File: src/sipr_defines.svh
// constants for the status indicator and pin route block
`ifndef SIPR_DEFINES_SVH
`define SIPR_DEFINES_SVH
// timing
`define SIPR_CLK_HZ       25000000
`define SIPR_FLASH_MS     250
`define SIPR_FLASH_CYC    (`SIPR_CLK_HZ / 1000 * `SIPR_FLASH_MS)
`define SIPR_FLASH_CW     23
// register byte offsets
`define SIPR_OFS_CTRL     4'h0
`define SIPR_OFS_STATUS   4'h4
`define SIPR_OFS_IRQ_STAT 4'h8
`define SIPR_OFS_IRQ_MASK 4'hC
// reset values
`define SIPR_CTRL_RST     4'h3
`define SIPR_MASK_RST     6'h00
// status register field positions
`define SIPR_ST_SYS       0
`define SIPR_ST_STRAP_OK  4
`define SIPR_ST_STRAP     5
`define SIPR_ST_SYS_LED   6
`define SIPR_ST_CH0_LED   8
`define SIPR_ST_CH1_LED   10
// event bit positions
`define SIPR_EV_CH0_ERR   0
`define SIPR_EV_CH1_ERR   1
`define SIPR_EV_CH0_OVF   2
`define SIPR_EV_CH1_OVF   3
`define SIPR_EV_FAULT     4
`define SIPR_EV_LINK      5
`define SIPR_EV_W         6
`endif

File: src/sipr_pkg.sv
// types shared by the status indicator and pin route block
package sipr_pkg;
  // dual-colour indicator drive
  typedef struct packed {
    logic red;
    logic green;
  } sipr_led_t;

  // status reported by one controller channel
  typedef struct packed {
    logic started;
    logic connected;
    logic ctrl_error;
    logic bus_error;
    logic overflow;
  } sipr_chan_status_t;

  // system indicator sequence
  typedef enum logic [3:0] {
    S_INIT  = 4'h1,
    S_FLASH = 4'h2,
    S_RUN   = 4'h4,
    S_FAULT = 4'h8
  } sipr_sys_t;

  // flash prescaler state
  typedef struct packed {
    logic [22:0] cnt;
    logic        phase;
    logic        tick;
  } sipr_flash_st_t;
endpackage

File: src/sipr_flash_gen.sv
// flash prescaler: slow phase square wave and its toggle pulse
`timescale 1ns/1ps
`include "sipr_defines.svh"
module sipr_flash_gen #(
  parameter int FLASH_CYCLES = `SIPR_FLASH_CYC
) (
  // clock and reset
  input  wire logic clock_i,
  input  wire logic nrst_i,
  // flash timing
  output logic      phase_o,
  output logic      tick_o
);
  import sipr_pkg::*;

  sipr_flash_st_t s;
  sipr_flash_st_t next_s;

  always_comb begin
    next_s = s;
    next_s.tick = 1'b0;
    if (s.cnt == `SIPR_FLASH_CW'(FLASH_CYCLES - 1)) begin
      next_s.cnt   = '0;
      next_s.phase = ~s.phase;
      next_s.tick  = 1'b1;
    end else begin
      next_s.cnt = s.cnt + `SIPR_FLASH_CW'(1);
    end
  end

  // state register
  always_ff @(posedge clock_i or negedge nrst_i) begin
    if (!nrst_i) begin
      s <= '0;
    end else begin
      s <= next_s;
    end
  end

  assign phase_o = s.phase;
  assign tick_o  = s.tick;
endmodule

File: src/sipr_chan_led.sv
// per-channel indicator decode with fixed precedence
`timescale 1ns/1ps
module sipr_chan_led (
  // clock and reset
  input  wire logic                  clock_i,
  input  wire logic                  nrst_i,
  // channel status and flash phase
  input  sipr_pkg::sipr_chan_status_t status_i,
  input  wire logic                  phase_i,
  // indicator drive
  output sipr_pkg::sipr_led_t        led_o
);
  import sipr_pkg::*;

  sipr_led_t s;
  sipr_led_t next_s;

  always_comb begin
    next_s = '0;
    if (!status_i.connected) begin
      next_s = '0;
    end else if (!status_i.started) begin
      next_s.red   = phase_i;
      next_s.green = ~phase_i;
    end else if (status_i.ctrl_error) begin
      next_s.red = 1'b1;
    end else if (status_i.bus_error || status_i.overflow) begin
      next_s.red = phase_i;
    end else begin
      next_s.green = 1'b1;
    end
  end

  // state register
  always_ff @(posedge clock_i or negedge nrst_i) begin
    if (!nrst_i) begin
      s <= '0;
    end else begin
      s <= next_s;
    end
  end

  assign led_o = s;
endmodule

File: src/sipr_top.sv
// status indicator and pin route top: leds, strap routing, register slave
//
// The register addresses and register access over Avalon-MM are this design's own decisions.
`timescale 1ns/1ps
`include "sipr_defines.svh"
module sipr_top #(
  parameter int FLASH_CYCLES = `SIPR_FLASH_CYC
) (
  // clock and reset
  input  wire logic                         clock_i,
  input  wire logic                         nrst_i,
  // system status inputs
  input  wire logic                         init_done_i,
  input  wire logic                         host_link_i,
  input  wire logic                         usb_active_i,
  input  wire logic                         power_fault_i,
  input  wire logic                         sys_error_i,
  // channel status inputs
  input  sipr_pkg::sipr_chan_status_t [1:0] chan_status_i,
  // pin routing
  input  wire logic                         route_select_strap_i,
  input  wire logic [1:0]                   ctrl_tx_i,
  output logic [1:0]                        ctrl_rx_o,
  output logic [1:0]                        xcvr_tx_o,
  input  wire logic [1:0]                   xcvr_rx_i,
  output logic                              chan0_tx_alt_pin_o,
  input  wire logic                         chan0_rx_alt_pin_i,
  output logic                              chan1_tx_alt_pin_o,
  input  wire logic                         chan1_rx_alt_pin_i,
  // indicators
  output sipr_pkg::sipr_led_t               system_status_led_o,
  output sipr_pkg::sipr_led_t               channel0_status_led_o,
  output sipr_pkg::sipr_led_t               channel1_status_led_o,
  // avalon-mm slave
  input  wire logic [3:0]                   avs_address_i,
  input  wire logic                         avs_read_i,
  input  wire logic                         avs_write_i,
  input  wire logic [31:0]                  avs_writedata_i,
  input  wire logic [3:0]                   avs_byteenable_i,
  output logic [31:0]                       avs_readdata_o,
  output logic                              avs_waitrequest_o,
  // interrupt
  output logic                              irq_o
);
  import sipr_pkg::*;

  // whole state of the top level
  typedef struct packed {
    sipr_sys_t              system_status_led;
    logic [3:0]             flash_cnt;
    sipr_led_t              sys_led;
    logic                   strap_done;
    logic                   strap;
    logic [1:0]             xcvr_tx;
    logic [1:0]             alt_tx;
    logic [1:0]             ctrl_rx;
    logic                   waitreq;
    logic [31:0]            rdata;
    logic [3:0]             flashes;
    logic [`SIPR_EV_W-1:0]  irq_stat;
    logic [`SIPR_EV_W-1:0]  irq_mask;
    logic [`SIPR_EV_W-1:0]  ev_prev;
    logic                   irq;
  } sipr_top_st_t;

  sipr_top_st_t           s;
  sipr_top_st_t           next_s;
  logic                   phase;
  logic                   tick;
  logic                   fault;
  logic [`SIPR_EV_W-1:0]  ev_now;
  logic [`SIPR_EV_W-1:0]  ev_rise;
  logic [`SIPR_EV_W-1:0]  w1c;
  logic [31:0]            rd_mux;
  sipr_led_t [1:0]        chan_led;

  // register hit, word aligned byte address
  function automatic logic hit(input logic [3:0] addr, input logic [3:0] ofs);
    hit = (addr == ofs);
  endfunction

  // shared flash timing
  sipr_flash_gen #(
    .FLASH_CYCLES (FLASH_CYCLES)
  ) u_flash (
    .clock_i (clock_i),
    .nrst_i  (nrst_i),
    .phase_o (phase),
    .tick_o  (tick)
  );

  for (genvar i = 0; i < 2; i++) begin : g_chan
    sipr_chan_led u_led (
      .clock_i  (clock_i),
      .nrst_i   (nrst_i),
      .status_i (chan_status_i[i]),
      .phase_i  (phase),
      .led_o    (chan_led[i])
    );
  end

  // event sources for the interrupt status
  assign fault = power_fault_i | sys_error_i;
  assign ev_now[`SIPR_EV_CH0_ERR] = chan_status_i[0].ctrl_error;
  assign ev_now[`SIPR_EV_CH1_ERR] = chan_status_i[1].ctrl_error;
  assign ev_now[`SIPR_EV_CH0_OVF] = chan_status_i[0].overflow | chan_status_i[0].bus_error;
  assign ev_now[`SIPR_EV_CH1_OVF] = chan_status_i[1].overflow | chan_status_i[1].bus_error;
  assign ev_now[`SIPR_EV_FAULT]   = fault;
  assign ev_now[`SIPR_EV_LINK]    = host_link_i;
  assign ev_rise = ev_now & ~s.ev_prev;
  // write-one-to-clear only on the accepted write cycle
  assign w1c = (!s.waitreq && avs_write_i && avs_byteenable_i[0]
               && hit(avs_address_i, `SIPR_OFS_IRQ_STAT))
               ? avs_writedata_i[`SIPR_EV_W-1:0] : '0;

  // read mux, unmapped offsets read zero
  always_comb begin
    rd_mux = 32'h0000_0000;
    if (hit(avs_address_i, `SIPR_OFS_CTRL)) begin
      rd_mux[3:0] = s.flashes;
    end else if (hit(avs_address_i, `SIPR_OFS_STATUS)) begin
      rd_mux[`SIPR_ST_SYS +: 4]     = s.system_status_led;
      rd_mux[`SIPR_ST_STRAP_OK]     = s.strap_done;
      rd_mux[`SIPR_ST_STRAP]        = s.strap;
      rd_mux[`SIPR_ST_SYS_LED +: 2] = s.sys_led;
      rd_mux[`SIPR_ST_CH0_LED +: 2] = chan_led[0];
      rd_mux[`SIPR_ST_CH1_LED +: 2] = chan_led[1];
    end else if (hit(avs_address_i, `SIPR_OFS_IRQ_STAT)) begin
      rd_mux[`SIPR_EV_W-1:0] = s.irq_stat;
    end else if (hit(avs_address_i, `SIPR_OFS_IRQ_MASK)) begin
      rd_mux[`SIPR_EV_W-1:0] = s.irq_mask;
    end
  end

  // next state
  always_comb begin
    next_s = s;

    // system indicator sequence; fault overrides every state
    case (s.system_status_led)
      S_INIT: begin
        if (init_done_i) begin
          next_s.system_status_led       = S_FLASH;
          next_s.flash_cnt = 4'h0;
        end
      end
      S_FLASH: begin
        if (tick && !phase && s.flash_cnt != s.flashes) begin
          next_s.flash_cnt = s.flash_cnt + 4'h1;
        end
        if (s.flash_cnt == s.flashes && host_link_i) begin
          next_s.system_status_led = S_RUN;
        end
      end
      S_RUN: begin
        // losing the host link drops back to flashing
        if (!host_link_i) begin
          next_s.system_status_led = S_FLASH;
        end
      end
      S_FAULT: begin
        // restart the sequence once the fault clears
        if (!fault) begin
          next_s.system_status_led = S_INIT;
        end
      end
      default: begin
        next_s.system_status_led = S_INIT;
      end
    endcase
    if (fault) begin
      next_s.system_status_led = S_FAULT;
    end

    // system led drive from the current state
    case (s.system_status_led)
      S_INIT:  next_s.sys_led = 2'h2;
      S_FLASH: next_s.sys_led = {1'b0, phase};
      S_RUN:   next_s.sys_led = {1'b0, usb_active_i ? phase : 1'b1};
      S_FAULT: next_s.sys_led = 2'h0;
      default: next_s.sys_led = 2'h0;
    endcase

    // strap caught once, first edge after release
    if (!s.strap_done) begin
      next_s.strap_done = 1'b1;
      next_s.strap      = route_select_strap_i;
    end
    // lines idle recessive until the strap is known
    if (!s.strap_done) begin
      next_s.xcvr_tx = 2'h3;
      next_s.alt_tx  = 2'h3;
      next_s.ctrl_rx = 2'h3;
    end else if (s.strap) begin
      next_s.xcvr_tx = ctrl_tx_i;
      next_s.alt_tx  = 2'h3;
      next_s.ctrl_rx = xcvr_rx_i;
    end else begin
      next_s.xcvr_tx = 2'h3;
      next_s.alt_tx  = ctrl_tx_i;
      next_s.ctrl_rx = {chan1_rx_alt_pin_i, chan0_rx_alt_pin_i};
    end

    // bus handshake: every request waits exactly one cycle
    next_s.waitreq = 1'b1;
    if (s.waitreq && (avs_read_i || avs_write_i)) begin
      next_s.waitreq = 1'b0;
    end
    if (s.waitreq && avs_read_i) begin
      next_s.rdata = rd_mux;
    end
    // writes land on the edge after the wait, while waitrequest is low
    if (!s.waitreq && avs_write_i && avs_byteenable_i[0]) begin
      if (hit(avs_address_i, `SIPR_OFS_CTRL)) begin
        next_s.flashes = avs_writedata_i[3:0];
      end
      if (hit(avs_address_i, `SIPR_OFS_IRQ_MASK)) begin
        next_s.irq_mask = avs_writedata_i[`SIPR_EV_W-1:0];
      end
    end

    // sticky events: a new event beats a same-cycle clear
    next_s.ev_prev  = ev_now;
    next_s.irq_stat = (s.irq_stat & ~w1c) | ev_rise;
    next_s.irq      = |(next_s.irq_stat & next_s.irq_mask);
  end

  // state register
  always_ff @(posedge clock_i or negedge nrst_i) begin
    if (!nrst_i) begin
      s          <= '0;
      s.system_status_led      <= S_INIT;
      s.sys_led  <= 2'h2;
      s.xcvr_tx  <= 2'h3;
      s.alt_tx   <= 2'h3;
      s.ctrl_rx  <= 2'h3;
      s.waitreq  <= 1'b1;
      s.flashes  <= `SIPR_CTRL_RST;
      s.irq_mask <= `SIPR_MASK_RST;
    end else begin
      s <= next_s;
    end
  end

  // outputs, each straight from a flip-flop
  assign system_status_led_o   = s.sys_led;
  assign channel0_status_led_o = chan_led[0];
  assign channel1_status_led_o = chan_led[1];
  assign xcvr_tx_o             = s.xcvr_tx;
  assign chan0_tx_alt_pin_o    = s.alt_tx[0];
  assign chan1_tx_alt_pin_o    = s.alt_tx[1];
  assign ctrl_rx_o             = s.ctrl_rx;
  assign avs_readdata_o        = s.rdata;
  assign avs_waitrequest_o     = s.waitreq;
  assign irq_o                 = s.irq;
endmodule

File: config.mk
export PLATFORM = sky130hd
export DESIGN_NAME = sipr_top
export DESIGN_NICKNAME = d
export VERILOG_FILES = /design/src/sipr_pkg.sv /design/src/sipr_flash_gen.sv /design/src/sipr_chan_led.sv /design/src/sipr_top.sv
export VERILOG_INCLUDE_DIRS = /design/src
export SDC_FILE = /design/constraint.sdc
export NUM_CORES = 1
export LEC_CHECK = 0
export BUFFER_PORTS_ARGS = -buffer_cell sky130_fd_sc_hd__buf_2
export CAP_MARGIN = 10
export CORE_AREA = 2 2 97 99
export CTS_BUF_LIST = sky130_fd_sc_hd__clkbuf_4 sky130_fd_sc_hd__clkbuf_8 sky130_fd_sc_hd__clkbuf_16
export DETAILED_ROUTE_END_ITERATION = 10
export DIE_AREA = 0 0 99 101
export PLACE_DENSITY_LB_ADDON = 0.1
export REMOVE_ABC_BUFFERS = 1
export SETUP_SLACK_MARGIN = 0.1
export SYNTH_ARGS = -nofsm -noshare
export SYNTH_HDL_FRONTEND = slang
export SYNTH_HIERARCHICAL = 1
export SYNTH_SLANG_ARGS = --single-unit
File: constraint.sdc
create_clock -name clock_i -period 1.6 [get_ports clock_i]
set_input_delay 0.32 -clock clock_i [delete_from_list [all_inputs] [get_ports clock_i]]
set_output_delay 0.32 -clock clock_i [all_outputs]
set_load 0.03 [all_outputs]
==> impl_metrics.py <==
metrics = {
    "yosys": {
        "syn_inst": 359,
        "ys_warn_count": 6,
        "synth_edf_count": 0,
        "synth_top_area_share_pct": 43.9,
        "synth_area_sq_um": 4110,
        "synthMuxAreaShare_pct": 7.55,
        "synth_fa_ha_area_share_pct": 0.609,
        "synth.avg_cell_area_sq_um": 11.4,
        "ys_types": 60,
        "synth_area_leaders": "dfrtp_1, dfstp_2, buf_4",
        "yosysTopAreaCell": "dfrtp_1",
        "synth_seq_cells": 83,
        "ys_seq_area_share_pct": 50.9,
        "yosys-top-cells-count": "dfrtp_1, buf_4, nand2_1, nor2_1, xor2_1",
        "synth_flop_cell": "dfrtp_1",
        "synth_xor_area_share_pct": 5.12,
        "synth_top_family_by_area": "simple AND/OR/NAND/NOR gates",
        "synthSimpleGateAreaFrac_pct": 18.0,
        "async_flop_share_pct": 100,
        "yosysMostFrequentCell": "dfrtp_1",
        "synth_compound_area_share_pct": 8.13,
    },
    "power_and_ir_drop": {
        "pwr_density_cell_nw_per_um2": 847,
        "power.net_switching_mw": 1.18,
        "leakage_nw": 2.57,
        "p_sw_share_pct": 26.4,
        "clkPwrFrac_pct": 33.2,
        "cell_internal_pwr_mw": 3.30,
        "power_mw": 4.48,
        "ir_drop_mv": 0.365,
        "pwr-share-comb_pct": 15.7,
        "sequentialPowerShare_pct": 51.1,
    },
    "cells_and_area": {
        "nFillCells": 774,
        "fin_nets": 544,
        "fin_area_sq_um": 5300,
        "drive_gt1_share_pct": 48.0,
        "diodes": 0,
        "area_growth_pct": 29.0,
    },
    "cts": {
        "cts_tree": "done",
        "cts_buffers": 9,
        "htree_num_levels": 3,
        "clock-sinks": 83,
        "ctsRootBufferMaster": "clkbuf_8",
        "clockBufferDepth": 2,
        "insertion_delay_ns": 0.34,
        "clkTransAtPathRegs_ns": 0.09,
    },
    "setup_path": {
        "worst_ep_arrival_time_ns": 2.05,
        "crit_type": "reg2reg",
        "crit_path_top_delay_cell": "or4_4",
        "crit_chain": "nand4bb_1 > or4_4 > nor4_4 > buf_4 > nand2b_1 > mux2i_1",
        "crit_required_ns": 1.81,
        "path_max_fanout": 3,
        "worstSetupStartpoint": "u_flash/s[10]",
        "cp_top_family": "simple AND/OR/NAND/NOR gates",
        "crit_end": "u_flash/s[21]",
        "crit_cells": 6,
        "regToRegStartpoint": "u_flash/s[10]",
        "max_stage_delay_ns": 0.48,
        "r2r-end": "u_flash/s[21]",
        "path_buf_inv": 1,
        "endpoint_kind": "register",
        "cp-start-kind": "register",
        "rrSetupSlack_ns": -0.23,
        "r2r_cells": 6,
    },
    "status": {
        "status": "finished with violations",
        "violations": "negative setup slack",
    },
    "sta": {
        "finalHoldViolations": 0,
        "drv_slew": 0,
        "min_period_ns": 1.83,
        "finalCritPeriodShare_pct": 115,
        "worst_slack_ns": -0.234,
        "skew_ns": 0.0124,
        "setup_viol": 19,
        "rsz0062_at_grt": "true",
        "max_clock_freq_ghz": 0.545,
    },
    "hold_path": {
        "hold_class": "in2reg",
    },
    "floorplanning": {
        "core_sq_um": 8980,
        "fp.dieH_um": 101,
        "start_util_pct": 45.8,
        "num_rows": 35,
        "die_area_sq_um": 10000,
        "die_x_um": 99,
        "ios": 112,
    },
    "placed_design": {
        "place_area_sq_um": 4760,
        "hpwlAfterDp_um": 6390,
        "gp_congestion": 0.786,
        "numPortBuffers": 62,
    },
    "detailed_routing": {
        "wl_per_cell_um": 15.0,
        "met3_length_um": 354,
        "first_pass_iters": 4,
        "viasPerCell": 5.01,
        "drtIter0Drc": 52,
        "wirelength_um": 8900,
        "met1_length_um": 4030,
        "highest_layer": "met4",
        "ant_nets": 0,
        "wl_met2_um": 4420,
        "num_vias": 2966,
        "drc": 0,
    },
    "flow_run": {
        "max_cap_violations": 0,
    },
    "global_routing": {
        "gr-usage-all-layers_pct": 18.4,
        "antenna_found_initial": 0,
        "grt_pass1_vias": 3056,
        "grt_max_degree": 30,
        "grt_first_pass_wirelength_um": 14500,
        "grt_overflow": 0,
    },
}
[cells in the final DEF (no fill, tap or decap), drive strengths merged, types with 3 or more instances in the layout]
cell type,n
xnor2,5
or3,5
nor4,4
nor2,31
nand3,10
nand3b,4
a22o,10
clkbuf,13
o21a,3
nor2b,5
a22oi,4
buf,130
nor4b,5
dfstp,11
or2,3
mux4,4
nor3,5
xor2,19
mux2,12
dfrtp,72
a21oi,4
or3b,3
nand2,23
nand4,7
inv,16
or4,3
o21ai,12
conb,21
mux2i,7
a21o,3
[layout make-up]
class	instances	area (sq um)	share of cell area, %
Clock buffer	12	146	2.76
Clock inverter	4	51.3	0.968
Inverter	16	60.1	1.13
Multi-Input combinational cell	234	1890	35.6
Sequential cell	83	2090	39.5
Tap cell	111	139	2.62
Timing Repair Buffer	132	922	17.4
[worst min-delay path by stage]
| stage | from | slack (ns) | cells after the start | endpoint |
|---|---|---|---|---|
| after floorplan | nrst_i | 0.02 | 0 | avs_readdata_o[0] |
| after global placement | nrst_i | 0.27 | 1 | avs_readdata_o[2] |
| after detailed placement | nrst_i | 0.27 | 1 | avs_readdata_o[2] |
| after CTS | avs_read_i | 0.13 | 2 | avs_waitrequest_o |
| after global routing | chan_status_i[7] | 0.14 | 1 | s[2] |
| final | avs_read_i | 0.15 | 2 | avs_waitrequest_o |
[cell families (layout without fill, tap and decap cells)]
kind of cell	after synthesis	after routing
flops	83	83
xor+xnor	24	24
buf+inv	61	164
compound gates	46	46
other cells	2	21
simple gates	118	118
fa+ha+maj	2	2
mux	23	23
[power groups by stage]
stage | Combinational, mW | Sequential, mW | Clock (mW)
3_5_place_dp | 0.666 | 2.33 | 0
2_1_floorplan | 0.298 | 2.40 | 0
3_3_place_gp | 0.656 | 2.33 | 0
5_1_grt | 0.773 | 2.30 | 1.63
6_report | 0.704 | 2.29 | 1.49
4_1_cts | 0.697 | 2.29 | 1.54
[what timing repair did]
| action | CTS | global route |
|---|---|---|
| cloned | 0 | 1 |
| buffers inserted | 8 | 5 |
| gates resized for setup | 14 | 38 |
| pin swaps | 17 | 17 |
| hold buffers | 1 | 0 |
| endpoints found under the hold margin | 23 | 0 |
| endpoints found under the setup margin | 30 | 40 |
[per-layer routing]
metal  track usage [%]  up-vias
met4              6.95        0
li1                  -     1426
met5                 0        -
met2              30.1       64
met1              24.8     1469
met3              3.12        7
[registers in the layout, summed over array words and instances, names as in the netlist]
register and cells:
avs_waitrequest_o 1, system_status_led_o 2, u_flash/phase_o 1, u_flash/s 23, xcvr_tx_o 2, irq_o 1
g_chan.u_led/led_o 4, u_flash/tick_o 1, avs_readdata_o 12, ctrl_rx_o 2, s 32, chan0_tx_alt_pin_o 1
chan1_tx_alt_pin_o 1
[through the flow]
step	TNS, ns	std cells	setup WS [ns]	hold WS, ns	utilization, %
finish	-2.50	592	-0.234	0.150	59.0
detailed placement	-4.19	562	-0.352	0.273	53.0
floorplan	-8.27	333	-0.576	0.0244	-
global placement	-4.05	562	-0.305	0.272	53.0
CTS	-2.38	587	-0.236	0.134	56.7
global route	-4.07	592	-0.319	0.140	59.0
Power figures use the tool's default switching activity.
